[src/cfd_pkg.sv]
// shared constants, state and mode codes of the console-file diagnostic sequencer
package cfd_pkg;

    // machine cycle timing
    localparam int CLK_PERIOD_NS = 8;
    localparam int MACH_CYCLE_NS = 200;
    localparam int CYCLE_CLKS = (MACH_CYCLE_NS + CLK_PERIOD_NS - 1) /
                                CLK_PERIOD_NS;

    // console-file command codes
    localparam logic [7:0] CMD_LOAD_EXEC = 8'h70;
    localparam logic [7:0] CMD_CMP_BASE = 8'h78;
    localparam logic [7:0] CMD_CMP_MASK = 8'hF8;
    localparam logic [7:0] CMD_LS_BASE = 8'hC0;
    localparam logic [7:0] CMD_LS_MASK = 8'hC0;

    // microaddress byte 3: bits 3..5 counted from the msb
    localparam int CMP_LO = 2;
    localparam int CMP_W = 3;

    // local storage
    localparam int LS_ADDR_W = 6;
    localparam int WORD_W = 32;

    // track/sector byte: track in the upper five bits, sector below
    localparam int TS_TRACK_LO = 3;
    localparam int TS_TRACK_W = 5;
    localparam int TS_SECTOR_W = 3;

    // operator mode switch
    localparam logic [1:0] MODE_FILE = 2'h0;
    localparam logic [1:0] MODE_SWITCH = 2'h1;
    localparam logic [1:0] MODE_LOCAL_STORE_AS_CONTROL_MODE = 2'h2;

    // register map
    localparam logic [7:0] REG_STATUS = 8'h00;
    localparam logic [7:0] REG_CLEAR = 8'h04;
    localparam logic [7:0] REG_ENABLE = 8'h08;
    localparam logic [7:0] REG_STATE = 8'h0C;
    localparam logic [7:0] REG_CWORD = 8'h10;

    // status bits
    localparam int EV_W = 3;
    localparam int EV_DIAG = 0;
    localparam int EV_COUNT = 1;
    localparam int EV_HALT = 2;
    localparam logic [EV_W-1:0] EV_RESET = 3'h0;

    typedef enum logic [5:0] {
        ST_IDLE = 6'b00_0001,
        ST_FILE_WAIT = 6'b00_0010,
        ST_FILE_EXEC = 6'b00_0100,
        ST_SW_EXEC = 6'b00_1000,
        ST_LS_EXEC = 6'b01_0000,
        ST_LS_DUMMY = 6'b10_0000
    } cfd_state_type;

endpackage : cfd_pkg

[src/cfd_cycle_timer.sv]
// free-running machine cycle timer, one tick per machine cycle
`timescale 1ns/100ps
module cfd_cycle_timer #(
    parameter int CLKS = 25
) (
    // clock and reset
    input wire logic clk_sys_in,
    input wire logic resetn_in,
    // cycle boundary
    output logic tick_out
);
    localparam int CW = (CLKS < 2) ? 1 : $clog2(CLKS);
    localparam logic [CW-1:0] LAST = CW'(CLKS - 1);

    logic [CW-1:0] cnt_ff;

    generate
        if (CLKS < 2) begin : g_bad
            $error("cfd_cycle_timer needs at least two clocks per cycle");
        end
    endgenerate

    always_ff @(posedge clk_sys_in or negedge resetn_in) begin
        if (!resetn_in) begin
            cnt_ff <= '0;
            tick_out <= 1'b0;
        end else if (cnt_ff == LAST) begin
            cnt_ff <= '0;
            tick_out <= 1'b1;
        end else begin
            cnt_ff <= cnt_ff + 1'b1;
            tick_out <= 1'b0;
        end
    end

endmodule : cfd_cycle_timer

[src/cfd_local_store.sv]
// flip-flop local storage, one write port and one read port
`timescale 1ns/100ps
module cfd_local_store #(
    parameter int AW = 6,
    parameter int DW = 32
) (
    // clock and reset
    input wire logic clk_sys_in,
    input wire logic resetn_in,
    // write port
    input wire logic wr_en_in,
    input wire logic [AW-1:0] wr_addr_in,
    input wire logic [DW-1:0] wr_data_in,
    // read port, combinational
    input wire logic [AW-1:0] rd_addr_in,
    output logic [DW-1:0] rd_data_out
);
    localparam int DEPTH = 1 << AW;

    logic [DW-1:0] mem_ff [DEPTH];

    always_ff @(posedge clk_sys_in or negedge resetn_in) begin
        if (!resetn_in) begin
            for (int i = 0; i < DEPTH; i++) begin
                mem_ff[i] <= '0;
            end
        end else if (wr_en_in) begin
            mem_ff[wr_addr_in] <= wr_data_in;
        end
    end

    assign rd_data_out = mem_ff[rd_addr_in];

endmodule : cfd_local_store

[src/cfd_diag_sequencer.sv]
// console-file diagnostic sequencer top
//
// Overview of operation
// - basic tests load the control word register from the file, one word per command.
// - an error detected in an execute or dummy cycle turns on the diagnostic stop indicator; one during a file wait is ignored.
// - command 70 loads the control word from the file data and executes it.
// - command 7F loads and executes, then compares microaddress byte 3 bits 3-5.
// - a compare mismatch sets diagnostic stop and ends file execution.
// - file execution stops after the word whose byte position equals the count.
// - the track/sector byte holds track in bits 0-4 and sector in bits 5-7.
// - the execute-switch position executes the control word in switches A-H.
// - for local-store mode, file commands C0-FF of an earlier file run write file words into A local storage.
// - in that mode each word is fetched from local storage, loaded and executed.
// - in that mode one dummy cycle follows every word executed without error.
// - the dummy cycle lets a local-storage destination write finish first.
// - every machine cycle, dummy ones included, lasts about 200 ns.
`timescale 1ns/100ps
module cfd_diag_sequencer
    import cfd_pkg::*;
#(
    parameter int CYCLE_CLKS_P = CYCLE_CLKS,
    parameter int LS_AW = LS_ADDR_W
) (
    // clock and reset
    input wire logic clk_sys_in,
    input wire logic resetn_in,
    // operator controls
    input wire logic start_in,
    input wire logic stop_in,
    input wire logic [1:0] mode_sel_in,
    input wire logic [7:0] byte_count_value_in,
    input wire logic [WORD_W-1:0] switch_word_in,
    // console file drive
    input wire logic file_cmd_valid_in,
    input wire logic [7:0] file_cmd_code_in,
    input wire logic [WORD_W-1:0] file_data_in,
    input wire logic [7:0] file_byte_pos_in,
    input wire logic [TS_TRACK_W-1:0] file_track_in,
    input wire logic [TS_SECTOR_W-1:0] file_sector_in,
    output logic file_cmd_ack_out,
    // processor side
    input wire logic [7:0] maddr_byte3_in,
    input wire logic cpu_error_in,
    input wire logic cpu_ls_wr_in,
    input wire logic [LS_AW-1:0] cpu_ls_addr_in,
    input wire logic [WORD_W-1:0] cpu_ls_data_in,
    output logic [WORD_W-1:0] cw_out,
    output logic exec_pulse_out,
    output logic dummy_cycle_out,
    output logic local_store_as_control_mode_mode_out,
    output logic diag_stop_out,
    output logic [7:0] ts_byte_out,
    // register port
    input wire logic [7:0] reg_addr_in,
    input wire logic [31:0] reg_wdata_in,
    input wire logic reg_wr_in,
    input wire logic reg_rd_in,
    output logic [31:0] reg_rdata_out,
    output logic irq_out
);
    generate
        if (LS_AW < 1 || LS_AW > 8 || CYCLE_CLKS_P > 256) begin : g_bad
            $error("cfd_diag_sequencer parameter out of range");
        end
    endgenerate

    cfd_state_type state_ff;
    cfd_state_type nxt_state;
    logic tick;
    logic start_req_ff;
    logic stop_req_ff;
    logic cmp_pend_ff;
    logic [CMP_W-1:0] expect_ff;
    logic [7:0] pos_ff;
    logic [EV_W-1:0] status_ff;
    logic [EV_W-1:0] nxt_status;
    logic [EV_W-1:0] enable_ff;
    logic [EV_W-1:0] events;
    logic [EV_W-1:0] clr_bits;
    logic take_cmd;
    logic is_exec;
    logic is_cmp;
    logic is_ls;
    logic mismatch;
    logic count_hit;
    logic running;
    logic launch;
    logic ls_wr_en;
    logic [LS_AW-1:0] ls_wr_addr;
    logic [WORD_W-1:0] ls_wr_data;
    logic [LS_AW-1:0] ls_rd_addr;
    logic [WORD_W-1:0] ls_rd_data;

    cfd_cycle_timer #(
        .CLKS(CYCLE_CLKS_P)
    ) u_timer (
        .clk_sys_in(clk_sys_in),
        .resetn_in(resetn_in),
        .tick_out(tick)
    );

    // file words and processor destination writes share the one port;
    // they never meet since file loading stops before local-store mode
    always_comb begin
        ls_wr_en = 1'b0;
        ls_wr_addr = cpu_ls_addr_in;
        ls_wr_data = cpu_ls_data_in;
        if (take_cmd && is_ls) begin
            ls_wr_en = 1'b1;
            ls_wr_addr = file_cmd_code_in[LS_AW-1:0];
            ls_wr_data = file_data_in;
        end else if (local_store_as_control_mode_mode_out && cpu_ls_wr_in) begin
            ls_wr_en = 1'b1;
        end
    end

    // the next microaddress selects the local-store word to fetch
    assign ls_rd_addr = maddr_byte3_in[7 -: LS_AW];

    cfd_local_store #(
        .AW(LS_AW),
        .DW(WORD_W)
    ) u_lstore (
        .clk_sys_in(clk_sys_in),
        .resetn_in(resetn_in),
        .wr_en_in(ls_wr_en),
        .wr_addr_in(ls_wr_addr),
        .wr_data_in(ls_wr_data),
        .rd_addr_in(ls_rd_addr),
        .rd_data_out(ls_rd_data)
    );

    // command decode and run conditions
    always_comb begin
        is_exec = file_cmd_code_in == CMD_LOAD_EXEC;
        is_cmp = (file_cmd_code_in & CMD_CMP_MASK) == CMD_CMP_BASE;
        is_ls = (file_cmd_code_in & CMD_LS_MASK) == CMD_LS_BASE;
        // a pending stop wins, so no command is acked on the way out
        take_cmd = (state_ff == ST_FILE_WAIT) && tick && file_cmd_valid_in &&
            !stop_req_ff;
        mismatch = cmp_pend_ff &&
            (maddr_byte3_in[CMP_LO +: CMP_W] != expect_ff);
        count_hit = pos_ff == byte_count_value_in;
        running = state_ff != ST_IDLE;
        launch = (state_ff == ST_IDLE) && tick && start_req_ff;
    end

    // sequencing: every move happens on a machine-cycle boundary
    always_comb begin
        nxt_state = state_ff;
        events = EV_RESET;
        unique case (state_ff)
            ST_IDLE: begin
                if (launch) begin
                    unique case (mode_sel_in)
                        MODE_SWITCH: nxt_state = ST_SW_EXEC;
                        MODE_LOCAL_STORE_AS_CONTROL_MODE: nxt_state = ST_LS_EXEC;
                        default: nxt_state = ST_FILE_WAIT;
                    endcase
                end
            end
            ST_FILE_WAIT: begin
                if (tick && stop_req_ff) begin
                    nxt_state = ST_IDLE;
                    events[EV_HALT] = 1'b1;
                end else if (take_cmd) begin
                    if (is_exec || is_cmp) begin
                        nxt_state = ST_FILE_EXEC;
                    end else if (file_byte_pos_in == byte_count_value_in) begin
                        nxt_state = ST_IDLE;
                        events[EV_COUNT] = 1'b1;
                    end
                end
            end
            ST_FILE_EXEC: begin
                if (tick) begin
                    if (cpu_error_in || mismatch) begin
                        nxt_state = ST_IDLE;
                        events[EV_DIAG] = 1'b1;
                    end else if (count_hit) begin
                        nxt_state = ST_IDLE;
                        events[EV_COUNT] = 1'b1;
                    end else begin
                        nxt_state = ST_FILE_WAIT;
                    end
                end
            end
            ST_SW_EXEC: begin
                if (tick) begin
                    nxt_state = ST_IDLE;
                    events[EV_DIAG] = cpu_error_in;
                    events[EV_HALT] = !cpu_error_in;
                end
            end
            ST_LS_EXEC: begin
                if (tick) begin
                    if (cpu_error_in) begin
                        nxt_state = ST_IDLE;
                        events[EV_DIAG] = 1'b1;
                    end else begin
                        nxt_state = ST_LS_DUMMY;
                    end
                end
            end
            ST_LS_DUMMY: begin
                if (tick) begin
                    if (cpu_error_in) begin
                        nxt_state = ST_IDLE;
                        events[EV_DIAG] = 1'b1;
                    end else if (stop_req_ff) begin
                        nxt_state = ST_IDLE;
                        events[EV_HALT] = 1'b1;
                    end else begin
                        nxt_state = ST_LS_EXEC;
                    end
                end
            end
        endcase
    end

    always_ff @(posedge clk_sys_in or negedge resetn_in) begin
        if (!resetn_in) begin
            state_ff <= ST_IDLE;
            dummy_cycle_out <= 1'b0;
            local_store_as_control_mode_mode_out <= 1'b0;
        end else begin
            state_ff <= nxt_state;
            dummy_cycle_out <= nxt_state == ST_LS_DUMMY;
            local_store_as_control_mode_mode_out <= (nxt_state == ST_LS_EXEC) ||
                             (nxt_state == ST_LS_DUMMY);
        end
    end

    // start and stop pushes wait for the next cycle boundary
    always_ff @(posedge clk_sys_in or negedge resetn_in) begin
        if (!resetn_in) begin
            start_req_ff <= 1'b0;
            stop_req_ff <= 1'b0;
        end else begin
            if (start_in && !running) begin
                start_req_ff <= 1'b1;
            end else if (launch || running) begin
                start_req_ff <= 1'b0;
            end
            if (stop_in && running) begin
                stop_req_ff <= 1'b1;
            end else if (!running) begin
                stop_req_ff <= 1'b0;
            end
        end
    end

    // control word register and execute strobe
    always_ff @(posedge clk_sys_in or negedge resetn_in) begin
        if (!resetn_in) begin
            cw_out <= '0;
            exec_pulse_out <= 1'b0;
        end else begin
            exec_pulse_out <= 1'b0;
            if (take_cmd && (is_exec || is_cmp)) begin
                cw_out <= file_data_in;
                exec_pulse_out <= 1'b1;
            end else if (launch && mode_sel_in == MODE_SWITCH) begin
                cw_out <= switch_word_in;
                exec_pulse_out <= 1'b1;
            end else if (nxt_state == ST_LS_EXEC && state_ff != ST_LS_EXEC) begin
                cw_out <= ls_rd_data;
                exec_pulse_out <= 1'b1;
            end
        end
    end

    // compare expectation, byte position and track/sector display
    always_ff @(posedge clk_sys_in or negedge resetn_in) begin
        if (!resetn_in) begin
            cmp_pend_ff <= 1'b0;
            expect_ff <= '0;
            pos_ff <= 8'h00;
            ts_byte_out <= 8'h00;
            file_cmd_ack_out <= 1'b0;
        end else begin
            file_cmd_ack_out <= take_cmd;
            if (take_cmd) begin
                cmp_pend_ff <= is_cmp;
                expect_ff <= file_cmd_code_in[CMP_W-1:0];
                pos_ff <= file_byte_pos_in;
                ts_byte_out <= {file_track_in, file_sector_in};
            end
        end
    end

    // diagnostic stop light stays on until the next start
    always_ff @(posedge clk_sys_in or negedge resetn_in) begin
        if (!resetn_in) begin
            diag_stop_out <= 1'b0;
        end else if (events[EV_DIAG]) begin
            diag_stop_out <= 1'b1;
        end else if (launch) begin
            diag_stop_out <= 1'b0;
        end
    end

    // sticky status, set wins over a clear in the same cycle
    always_comb begin
        clr_bits = '0;
        if (reg_wr_in && reg_addr_in == REG_CLEAR) begin
            clr_bits = reg_wdata_in[EV_W-1:0];
        end
        nxt_status = (status_ff & ~clr_bits) | events;
    end

    always_ff @(posedge clk_sys_in or negedge resetn_in) begin
        if (!resetn_in) begin
            status_ff <= EV_RESET;
            enable_ff <= EV_RESET;
            irq_out <= 1'b0;
        end else begin
            status_ff <= nxt_status;
            if (reg_wr_in && reg_addr_in == REG_ENABLE) begin
                enable_ff <= reg_wdata_in[EV_W-1:0];
            end
            irq_out <= |(nxt_status & enable_ff);
        end
    end

    // read data stand only in the cycle after the strobe
    always_ff @(posedge clk_sys_in or negedge resetn_in) begin
        if (!resetn_in) begin
            reg_rdata_out <= 32'h0000_0000;
        end else if (reg_rd_in) begin
            unique case (reg_addr_in)
                REG_STATUS: reg_rdata_out <= {29'h0000_0000, status_ff};
                REG_ENABLE: reg_rdata_out <= {29'h0000_0000, enable_ff};
                REG_STATE: reg_rdata_out <= {2'h0, state_ff, 8'h00,
                                             ts_byte_out, pos_ff};
                REG_CWORD: reg_rdata_out <= cw_out;
                default: reg_rdata_out <= 32'h0000_0000;
            endcase
        end else begin
            reg_rdata_out <= 32'h0000_0000;
        end
    end

    // helper: clocks since the last cycle tick
    logic [7:0] gap_ff;
    logic seen_tick_ff;
    always_ff @(posedge clk_sys_in or negedge resetn_in) begin
        if (!resetn_in) begin
            gap_ff <= 8'h00;
            seen_tick_ff <= 1'b0;
        end else if (tick) begin
            gap_ff <= 8'h00;
            seen_tick_ff <= 1'b1;
        end else begin
            gap_ff <= gap_ff + 8'h01;
        end
    end

    chk_cycle_length: assert property (
        @(posedge clk_sys_in) disable iff (!resetn_in)
        (tick && seen_tick_ff) |-> gap_ff == 8'(CYCLE_CLKS_P - 1))
        else $error("machine cycle length wrong");

    chk_file_load_exec: assert property (
        @(posedge clk_sys_in) disable iff (!resetn_in)
        (take_cmd && is_exec) |=>
            (cw_out == $past(file_data_in)) && exec_pulse_out &&
            state_ff == ST_FILE_EXEC)
        else $error("file word not loaded and executed");

    chk_cmp_mismatch: assert property (
        @(posedge clk_sys_in) disable iff (!resetn_in)
        (state_ff == ST_FILE_EXEC && tick && mismatch) |=>
            diag_stop_out && state_ff == ST_IDLE && !exec_pulse_out)
        else $error("mismatch did not stop the run");

    chk_cmp_match_go: assert property (
        @(posedge clk_sys_in) disable iff (!resetn_in)
        (state_ff == ST_FILE_EXEC && tick && cmp_pend_ff && !mismatch &&
         !cpu_error_in && !count_hit) |=> state_ff == ST_FILE_WAIT)
        else $error("matching compare stopped the run");

    chk_count_stop: assert property (
        @(posedge clk_sys_in) disable iff (!resetn_in)
        (state_ff == ST_FILE_EXEC && tick && !mismatch && !cpu_error_in &&
         count_hit) |=> state_ff == ST_IDLE && status_ff[EV_COUNT])
        else $error("byte count did not stop the run");

    chk_error_stop: assert property (
        @(posedge clk_sys_in) disable iff (!resetn_in)
        (running && state_ff != ST_FILE_WAIT && tick && cpu_error_in) |=>
            diag_stop_out ##1 diag_stop_out)
        else $error("error did not light diagnostic stop");

    chk_switch_exec: assert property (
        @(posedge clk_sys_in) disable iff (!resetn_in)
        (launch && mode_sel_in == MODE_SWITCH) |=>
            cw_out == $past(switch_word_in) && exec_pulse_out)
        else $error("switch word not executed");

    chk_dummy_after: assert property (
        @(posedge clk_sys_in) disable iff (!resetn_in)
        (state_ff == ST_LS_EXEC && tick && !cpu_error_in) |=>
            (dummy_cycle_out && !exec_pulse_out) ##[1:256]
            (tick && dummy_cycle_out))
        else $error("dummy cycle missing after word");

    chk_ls_fetch: assert property (
        @(posedge clk_sys_in) disable iff (!resetn_in)
        (state_ff == ST_LS_DUMMY && tick && !cpu_error_in && !stop_req_ff)
        |=> cw_out == $past(ls_rd_data) && exec_pulse_out && local_store_as_control_mode_mode_out)
        else $error("local-store word not fetched");

    chk_ts_encode: assert property (
        @(posedge clk_sys_in) disable iff (!resetn_in)
        take_cmd |=> ts_byte_out[7 -: TS_TRACK_W] == $past(file_track_in) &&
            ts_byte_out[TS_TRACK_LO-1:0] == $past(file_sector_in))
        else $error("track/sector byte misencoded");

endmodule : cfd_diag_sequencer

[config.mk]
export PLATFORM = sky130hd
export DESIGN_NAME = cfd_diag_sequencer
export DESIGN_NICKNAME = d
export VERILOG_FILES = /design/src/cfd_pkg.sv /design/src/cfd_cycle_timer.sv /design/src/cfd_local_store.sv /design/src/cfd_diag_sequencer.sv
export SDC_FILE = /design/constraint.sdc
export NUM_CORES = 2
export LEC_CHECK = 0
export BUFFER_PORTS_ARGS = -buffer_cell sky130_fd_sc_hd__buf_2
export CORE_ASPECT_RATIO = 0.8
export CORE_MARGIN = 4
export CORE_UTILIZATION = 35
export CTS_CLUSTER_SIZE = 16
export DETAILED_ROUTE_END_ITERATION = 8
export PLACE_DENSITY = 0.57
export SLEW_MARGIN = 40
export SYNTH_ARGS = -nofsm -noshare
export SYNTH_HDL_FRONTEND = slang
export SYNTH_SLANG_ARGS = --single-unit
[constraint.sdc]
create_clock -name clk_sys_in -period 2.85 [get_ports clk_sys_in]
set_clock_uncertainty 0.05 [all_clocks]
set_input_delay 0.285 -clock clk_sys_in [delete_from_list [all_inputs] [get_ports clk_sys_in]]
set_output_delay 0.285 -clock clk_sys_in [all_outputs]
set_load 0.01 [all_outputs]
### After elaboration in Yosys (flattened, before gate mapping)

Index checks and enable logic that the tools add are counted.

* mux-type cells: 62
* order comparisons: 3
* add/sub/neg operators: 1
* divide/modulo/power cells: 0
* bitwise gates (word level): 6
* $mul: 0
* equal/unequal tests: 24
* shift operators: 0
* reduce and logical (&&, ||, !) cells: 30

Operator list (count)
* 2048-bit bitwise mux: 1
* 32-bit two-way mux: 8
* 32-bit binary-select mux with 6-bit select: 1
* 32-bit demux with 6-bit select: 1
* 32-bit one-hot mux with 4 select lines: 1
* 6-bit two-way mux: 12
* 6-bit one-hot mux with 6 select lines: 1
* 1-bit two-way mux: 27
* 1-bit logical AND: 17
* 8-bit by 4-bit equality test with 1-bit output (second input constant): 2
* 8-bit equality test: 2
* 5-bit two-way mux: 3
* 7-bit greater-or-equal comparator (second input constant): 2
* 6-bit inverter with 7-bit output: 2
* 6-bit by 5-bit equality test with 1-bit output (second input constant): 2
* 6-bit equality test (second input constant): 2
* 5-bit one-hot mux with 2 select lines: 1
* 8-bit by 3-bit equality test with 1-bit output (second input constant): 1
* 8-bit by 5-bit equality test with 1-bit output (second input constant): 1
* 8-bit by 7-bit equality test with 1-bit output (second input constant): 1
* 8-bit logical NOT: 1
* 7-bit by 1-bit less-than comparator with 1-bit output (second input constant): 1
* 3-bit AND: 2
* 6-bit by 1-bit equality test with 1-bit output (second input constant): 1
* other kinds (24): 33

* output and inout bits: 78
* flip-flop bits (word level): 2158
* memories kept: 0
* bits in latches: 0
* ROM bits: 0
* memory bits (writable): 0
* input port bits: 193
* word-level logic and storage cells: 209

### Depth between registers and ports, before layout

* depth in word-level cells: 12
* gate-level depth with buffers: 13
* depth with buffers taken out: 8

### Modules after synthesis

From an unflattened synthesis, not the netlist that was laid out.

* cells, all modules: 6511
* area total of the unflattened synthesis: 98988.7 µm²

By module, submodules not included
* cfd_local_store: sequential area each 51249.2 µm², instances 1, area an instance 92832.8 µm², cells each 5913
* cfd_diag_sequencer: sequential area each 2603.7 µm², instances 1, area an instance 5864.4 µm², cells each 573
* cfd_cycle_timer: sequential area each 150.1 µm², instances 1, area an instance 291.5 µm², cells each 25

### Worst setup path before layout

OpenSTA, ideal clock, no wires.

* path type: register to register
* start: register state_ff[2]
* end: register u_lstore.mem_ff[1314] (netlist name)
* setup slack: -0.216 ns
* arrival: 2.883 ns
* data required time: 2.667 ns
* library setup time: 0.133 ns
* stages on the path, launching flop included: 12
* clock period less this slack: 3.066 ns
* buffers on the path: 5
* cells stage by stage: dfrtp_1 -> buf_2 -> nor4_4 -> and4_1 -> buf_2 -> mux2i_2 -> buf_2 -> buf_2 -> nand4_2 -> clkbuf_1 -> nand2_1 -> o21ai_0

* word-level cells in the longest chain between the ends: 12
* elaborated cells on any way between the ends: 15
* classes of those cells: 2 x order compare; 1 x eq/ne; 6 x mux; 1 x bitwise; 5 x reduce/logical

Ends and longest elaborated chain
* start: declaration: line cfd_diag_sequencer.sv:67 `cfd_state_type state_ff;`
* start signal: assignment: line cfd_diag_sequencer.sv:227 `state_ff <= nxt_state;`
* 6-bit by 2-bit equality test with 1-bit output (*): line cfd_diag_sequencer.sv:139 `take_cmd = (state_ff == ST_FILE_WAIT) && tick && file_cmd_valid_in &&`
* 1-bit logical AND (*) (3 in series): line cfd_diag_sequencer.sv:139
* 1-bit logical AND (*): line cfd_diag_sequencer.sv:108 `if (take_cmd && is_ls) begin`
* 6-bit two-way mux: line cfd_diag_sequencer.sv:108
* 6-bit inverter with 7-bit output (implied by the code): line cfd_local_store.sv:28 `mem_ff[wr_addr_in] <= wr_data_in;`
* 7-bit greater-or-equal comparator (implied by the code) or 7-bit by 1-bit less-than comparator with 1-bit output (tied branches): line cfd_local_store.sv:28
* 1-bit logical AND (implied by the code): line cfd_local_store.sv:28
* 32-bit two-way mux (implied by the code): line cfd_local_store.sv:28
* 32-bit demux with 6-bit select: line cfd_local_store.sv:28
* 2048-bit bitwise mux: line cfd_local_store.sv:28
* end signal: indexed assignment: line cfd_local_store.sv:28
* end: declaration: line cfd_local_store.sv:20 `logic [DW-1:0] mem_ff [DEPTH];`

Mark *: on every way between the ends. The rest lies on a longest branch, timed or not.
A chain may end at the register's enable or synchronous reset.

### Final worst setup path

* start: register state_ff[5]
* end: register cw_out[16]

* word-level cells in the longest chain between the ends: 10
* elaborated cells on any way between the ends: 29
* classes of those cells: 8 x eq/ne; 12 x mux; 9 x reduce/logical

Ends and longest elaborated chain
* 6-bit by 2-bit equality test with 1-bit output: line cfd_diag_sequencer.sv:139, cfd_diag_sequencer.sv:152
* 1-bit logical AND (3 in series): line cfd_diag_sequencer.sv:139
* 6-bit two-way mux: line cfd_diag_sequencer.sv:166 `end else if (take_cmd) begin`
* 6-bit two-way mux: line cfd_diag_sequencer.sv:163 `if (tick && stop_req_ff) begin`
* 6-bit one-hot mux with 6 select lines: line cfd_diag_sequencer.sv:152 `unique case (state_ff)`
* 6-bit by 5-bit equality test with 1-bit output: line cfd_diag_sequencer.sv:266 `end else if (nxt_state == ST_LS_EXEC && state_ff != ST_LS_EXEC) begin`
* 1-bit logical AND: line cfd_diag_sequencer.sv:266
* 3-bit nonzero test (no source line)
* end signal: assignment: line cfd_diag_sequencer.sv:261 `cw_out <= file_data_in;`
* end signal: assignment: line cfd_diag_sequencer.sv:264 `cw_out <= switch_word_in;`
* end signal: assignment: line cfd_diag_sequencer.sv:267 `cw_out <= ls_rd_data;`
* end: declaration: line cfd_diag_sequencer.sv:47 `output logic [WORD_W-1:0] cw_out,`

Parallel ways exist; a longest one is shown, timed or not.

==> results <==
- Cells fill 44.8% of the core in the end.
- In the post-synthesis netlist, the biggest area contributors are sky130_fd_sc_hd__dfrtp_1 57%, sky130_fd_sc_hd__mux4_2 14%, sky130_fd_sc_hd__o21ai_0 6.4%, sky130_fd_sc_hd__nand2_1 5.4%, sky130_fd_sc_hd__a21oi_1 4.1%.
- The net count after synthesis is 8637.
- The number of enable flip-flop cells after synthesis is 0.
- Entering global routing, the biggest net connects 129 pins.
- After clock tree synthesis, the clock-pin slew on the worst setup and hold paths is 0.07 ns.
- The floorplan has 170 rows.
- The finished layout holds 12800 standard cells, fillers aside.
- The number of distinct library cell variants in the gate-level netlist after synthesis is 79.
- Setup repair after global routing could not meet its margin everywhere.
- VDD sags by at most 0.507 mV.
- Global routing used 24.4% of the available tracks.
- The mean instance size in the synthesized netlist is 11.2 µm².
- For this run, design rule violations remaining after detail routing come to 0.
- Timing analysis after detailed placement gives a worst setup slack of -0.745 ns.
- The iteration-0 DRC count of the detailed router is 8595.
- The total core area is 0.269 mm².
- The filler cells instantiated in the layout total 24200.
- The sequential-to-total area share from yosys stat is 56.9%.
- Once detailed placement completed, the half-perimeter wirelength came to 206000 µm.
- The global placer's final weighted congestion is 0.867.
- The number of antenna violations at the first check in global routing came to 18.
- The number of antenna-violating nets in the routed design is 0.
- The clock insertion delay at the later pin of the skew report is 0.86 ns.
- At the pin with the least slew margin, the transition time is 0.723 ns.
- The number of detailed-route iterations in the first pass is 6.
- The arrival time at the worst endpoint is 3.74 ns.
- The required time at the worst-slack endpoint is 3.55 ns.
- In this run the tightest slew margin relative to its limit is 51.8%.
- Including well taps, the total number of placed cells is 12100.
- The share of synthesized area in the top cell type comes to 56.9%.
- Measured along the y axis, the die boundary spans 474 µm.
- Cells with a size suffix above 1 make up 26.7% of the layout.
- By instance count, the leading cell after synthesis is sky130_fd_sc_hd__dfrtp_1.
- The growth of design area from synthesis to finish is 26.9%.
- The net count of the finished layout is 9270.
- The clock tree from TritonCTS is done.
- The initial core utilization is 35.3%.
- CTS built an H-tree with a depth of 4.
- The final clock period utilization by the worst path is 107%.
- The kind of start point of the critical path is a register.
- The routed design has 362000 µm of wire.
- The first-pass GRT wire length is 504000 µm.
- The via-per-instance ratio is 5.74.
- In this run the count of I/O pins placed on the die edge is 271.
- The final-report setup violation count is 978.
- The final reports fail on setup timing.
- The dominant cell type by area after synthesis is sky130_fd_sc_hd__dfrtp_1.
- The path class of the tightest hold or removal check is input pin to register.
- The number of clock sinks is 2158.
- The average wire per cell in the routed design is 28.2 µm.
- The tool flagged a number of max-cap violations equal to 0.
- The sort of element at the end of the critical path is a register.
- The total power divided by cell area is 527 mW/mm².
- The total design power is 63.5 mW.
- The number of buffers inserted by port buffering is 239.
- The worst setup slack after layout is -0.191 ns.
- The x dimension of the die is 590 µm.
- The cell chosen for the clock root is sky130_fd_sc_hd__clkbuf_16.
- Yosys printed 0 warnings.
- The number of max-slew violations in the final report is 0.
- The analysis attributes to cell leakage a power of 54.1 nW.
- The clock passes through at most 4 buffers.
- After synthesis the cells add up to 0.0949 mm².
- In the synthesized netlist the dominant register cell turns out to be sky130_fd_sc_hd__dfrtp_1.
- Counting flops and latches in the post-synthesis netlist gives 2158.
- Counting instances in the post-synthesis netlist gives the leading cell types as 2157 x sky130_fd_sc_hd__dfrtp_1, 1375 x sky130_fd_sc_hd__nand2_1, 1219 x sky130_fd_sc_hd__o21ai_0, 833 x sky130_fd_sc_hd__nor2_1, 778 x sky130_fd_sc_hd__a21oi_1.
- The die covers 0.280 mm².
- The via count is 73600.
- The run finished, with violations left.
- The final count of hold timing violations came to 0.
- Timing would allow up to 329 MHz.
- The TritonCTS buffer count is 208.
- The number of instances in the synthesized netlist is 8440.
- For this run, asynchronously set or reset flops after synthesis account for 100%.
- The via count of the first global-routing pass is 71700.
- The post-route minimum period is 3.04 ns.
- The maximum fanout along the worst path is 6.
- The total global routing overflow is 0.
- The critical path class is register to register.
-- metrics by stage --
step	hold WS, ns	TNS [ns]	cell area, µm²
3_5_place_dp	0.249	-42.30	106000
4_1_cts	0.00690	-19.42	118000
2_1_floorplan	-0.0606	-0.0517	95100
6_report	0.0474	-45.09	120000
3_3_place_gp	0.256	-33.35	106000
5_1_grt	0.0448	-192.52	120000
-- metal layers --
metal / global-route usage, % / routed length (µm) / share of wire (%) / up-vias
met5: 0 / 92 / 0.025 / -
met3: 5.32 / 39100 / 11 / 692
li1: - / - / - / 31000
met4: 8.90 / 14500 / 4.0 / 12
met2: 36.5 / 159000 / 44 / 3979
met1: 34.9 / 150000 / 41 / 38000
-- kinds of logic (layout without fill, tap and decap cells) --
logic type,Yosys count,in the layout,synth area share (%)
buf+inv,837,1618,3.78
flops,2158,2158,56.9
mux,772,772,16.3
simple gates,2407,2407,10.4
xor+xnor,22,22,0.203
fa+ha+maj,4,4,0.0527
compound gates,2240,2240,12.3
other cells,0,7,0
-- cell usage in the layout (no fill, tap or decap), types with 232 or more instances in the layout --
cell	instances
sky130_fd_sc_hd__a21oi_1	725
sky130_fd_sc_hd__buf_12	325
sky130_fd_sc_hd__buf_2	232
sky130_fd_sc_hd__buf_4	375
sky130_fd_sc_hd__clkbuf_16	250
sky130_fd_sc_hd__dfrtp_1	2156
sky130_fd_sc_hd__mux4_2	608
sky130_fd_sc_hd__nand2_1	1293
sky130_fd_sc_hd__nor2_1	781
sky130_fd_sc_hd__o21ai_0	1101
-- critical path, cell delays in order, from the launching register on --
cell                       delay (ns)
sky130_fd_sc_hd__dfrtp_1         0.42
sky130_fd_sc_hd__nor4_4          0.28
sky130_fd_sc_hd__buf_4           0.19
sky130_fd_sc_hd__buf_4           0.12
sky130_fd_sc_hd__and4_4          0.21
sky130_fd_sc_hd__buf_4           0.12
sky130_fd_sc_hd__nand2_1         0.07
sky130_fd_sc_hd__and3_4          0.27
sky130_fd_sc_hd__a222oi_1        0.63
sky130_fd_sc_hd__buf_4           0.23
sky130_fd_sc_hd__o31ai_1         0.07
sky130_fd_sc_hd__mux2_4          0.27
-- flip-flops by register name, summed over array words and instances (netlist names), 5 cells and up --
name,count
ts_byte_out,8
u_timer.cnt_ff,5
reg_rdata_out,32
pos_ff,8
state_ff,6
cw_out,32
u_lstore.mem_ff,2048
-- worst paths after layout --
path | from | endpoint | slack [ns] | cells after the start
worst min-delay path | file_data_in[28] | u_lstore.mem_ff[348] | 0.05 | 4
worst min register to register | u_lstore.mem_ff[1341] | u_lstore.mem_ff[1341] | 0.43 | 2
max in group asynchronous | resetn_in | u_lstore.mem_ff[333] | 0.78 | 4
worst max-delay path | state_ff[5] | cw_out[16] | -0.19 | 11
min in group asynchronous | resetn_in | u_lstore.mem_ff[203] | 0.57 | 3
worst max register to register | state_ff[5] | cw_out[16] | -0.19 | 11
-- timing repair --
item	in CTS	in global routing
setup endpoints to repair	579	2044
setup buffers	104	47
endpoints found under the hold margin	3562	0
pin swaps	44	58
resized for setup	265	394
hold buffers	131	0
cloned	57	49
-- final cells by class --
cell class	instances	area [µm²]	share of cell area, %
clock buffer	303	6110	5.08
multi-input combinational	5445	39400	32.7
clock inverter	55	823	0.683
tap	3612	4520	3.75
inverter	15	56.3	0.0467
sequential	2158	54000	44.8
timing repair buffer	1245	15500	12.9
antenna	7	17.5	0.0145
-- where the power goes --
group          total, mW  internal [mW]  leakage (nW)  switching [mW]
logic               3.73           1.35          20.6            2.38
registers           30.8           30.7          30.1          0.0708
clock network       28.9           16.6          3.42            12.3
total               63.5           48.7          54.1            14.8
(Power assumes the default switching activity.)
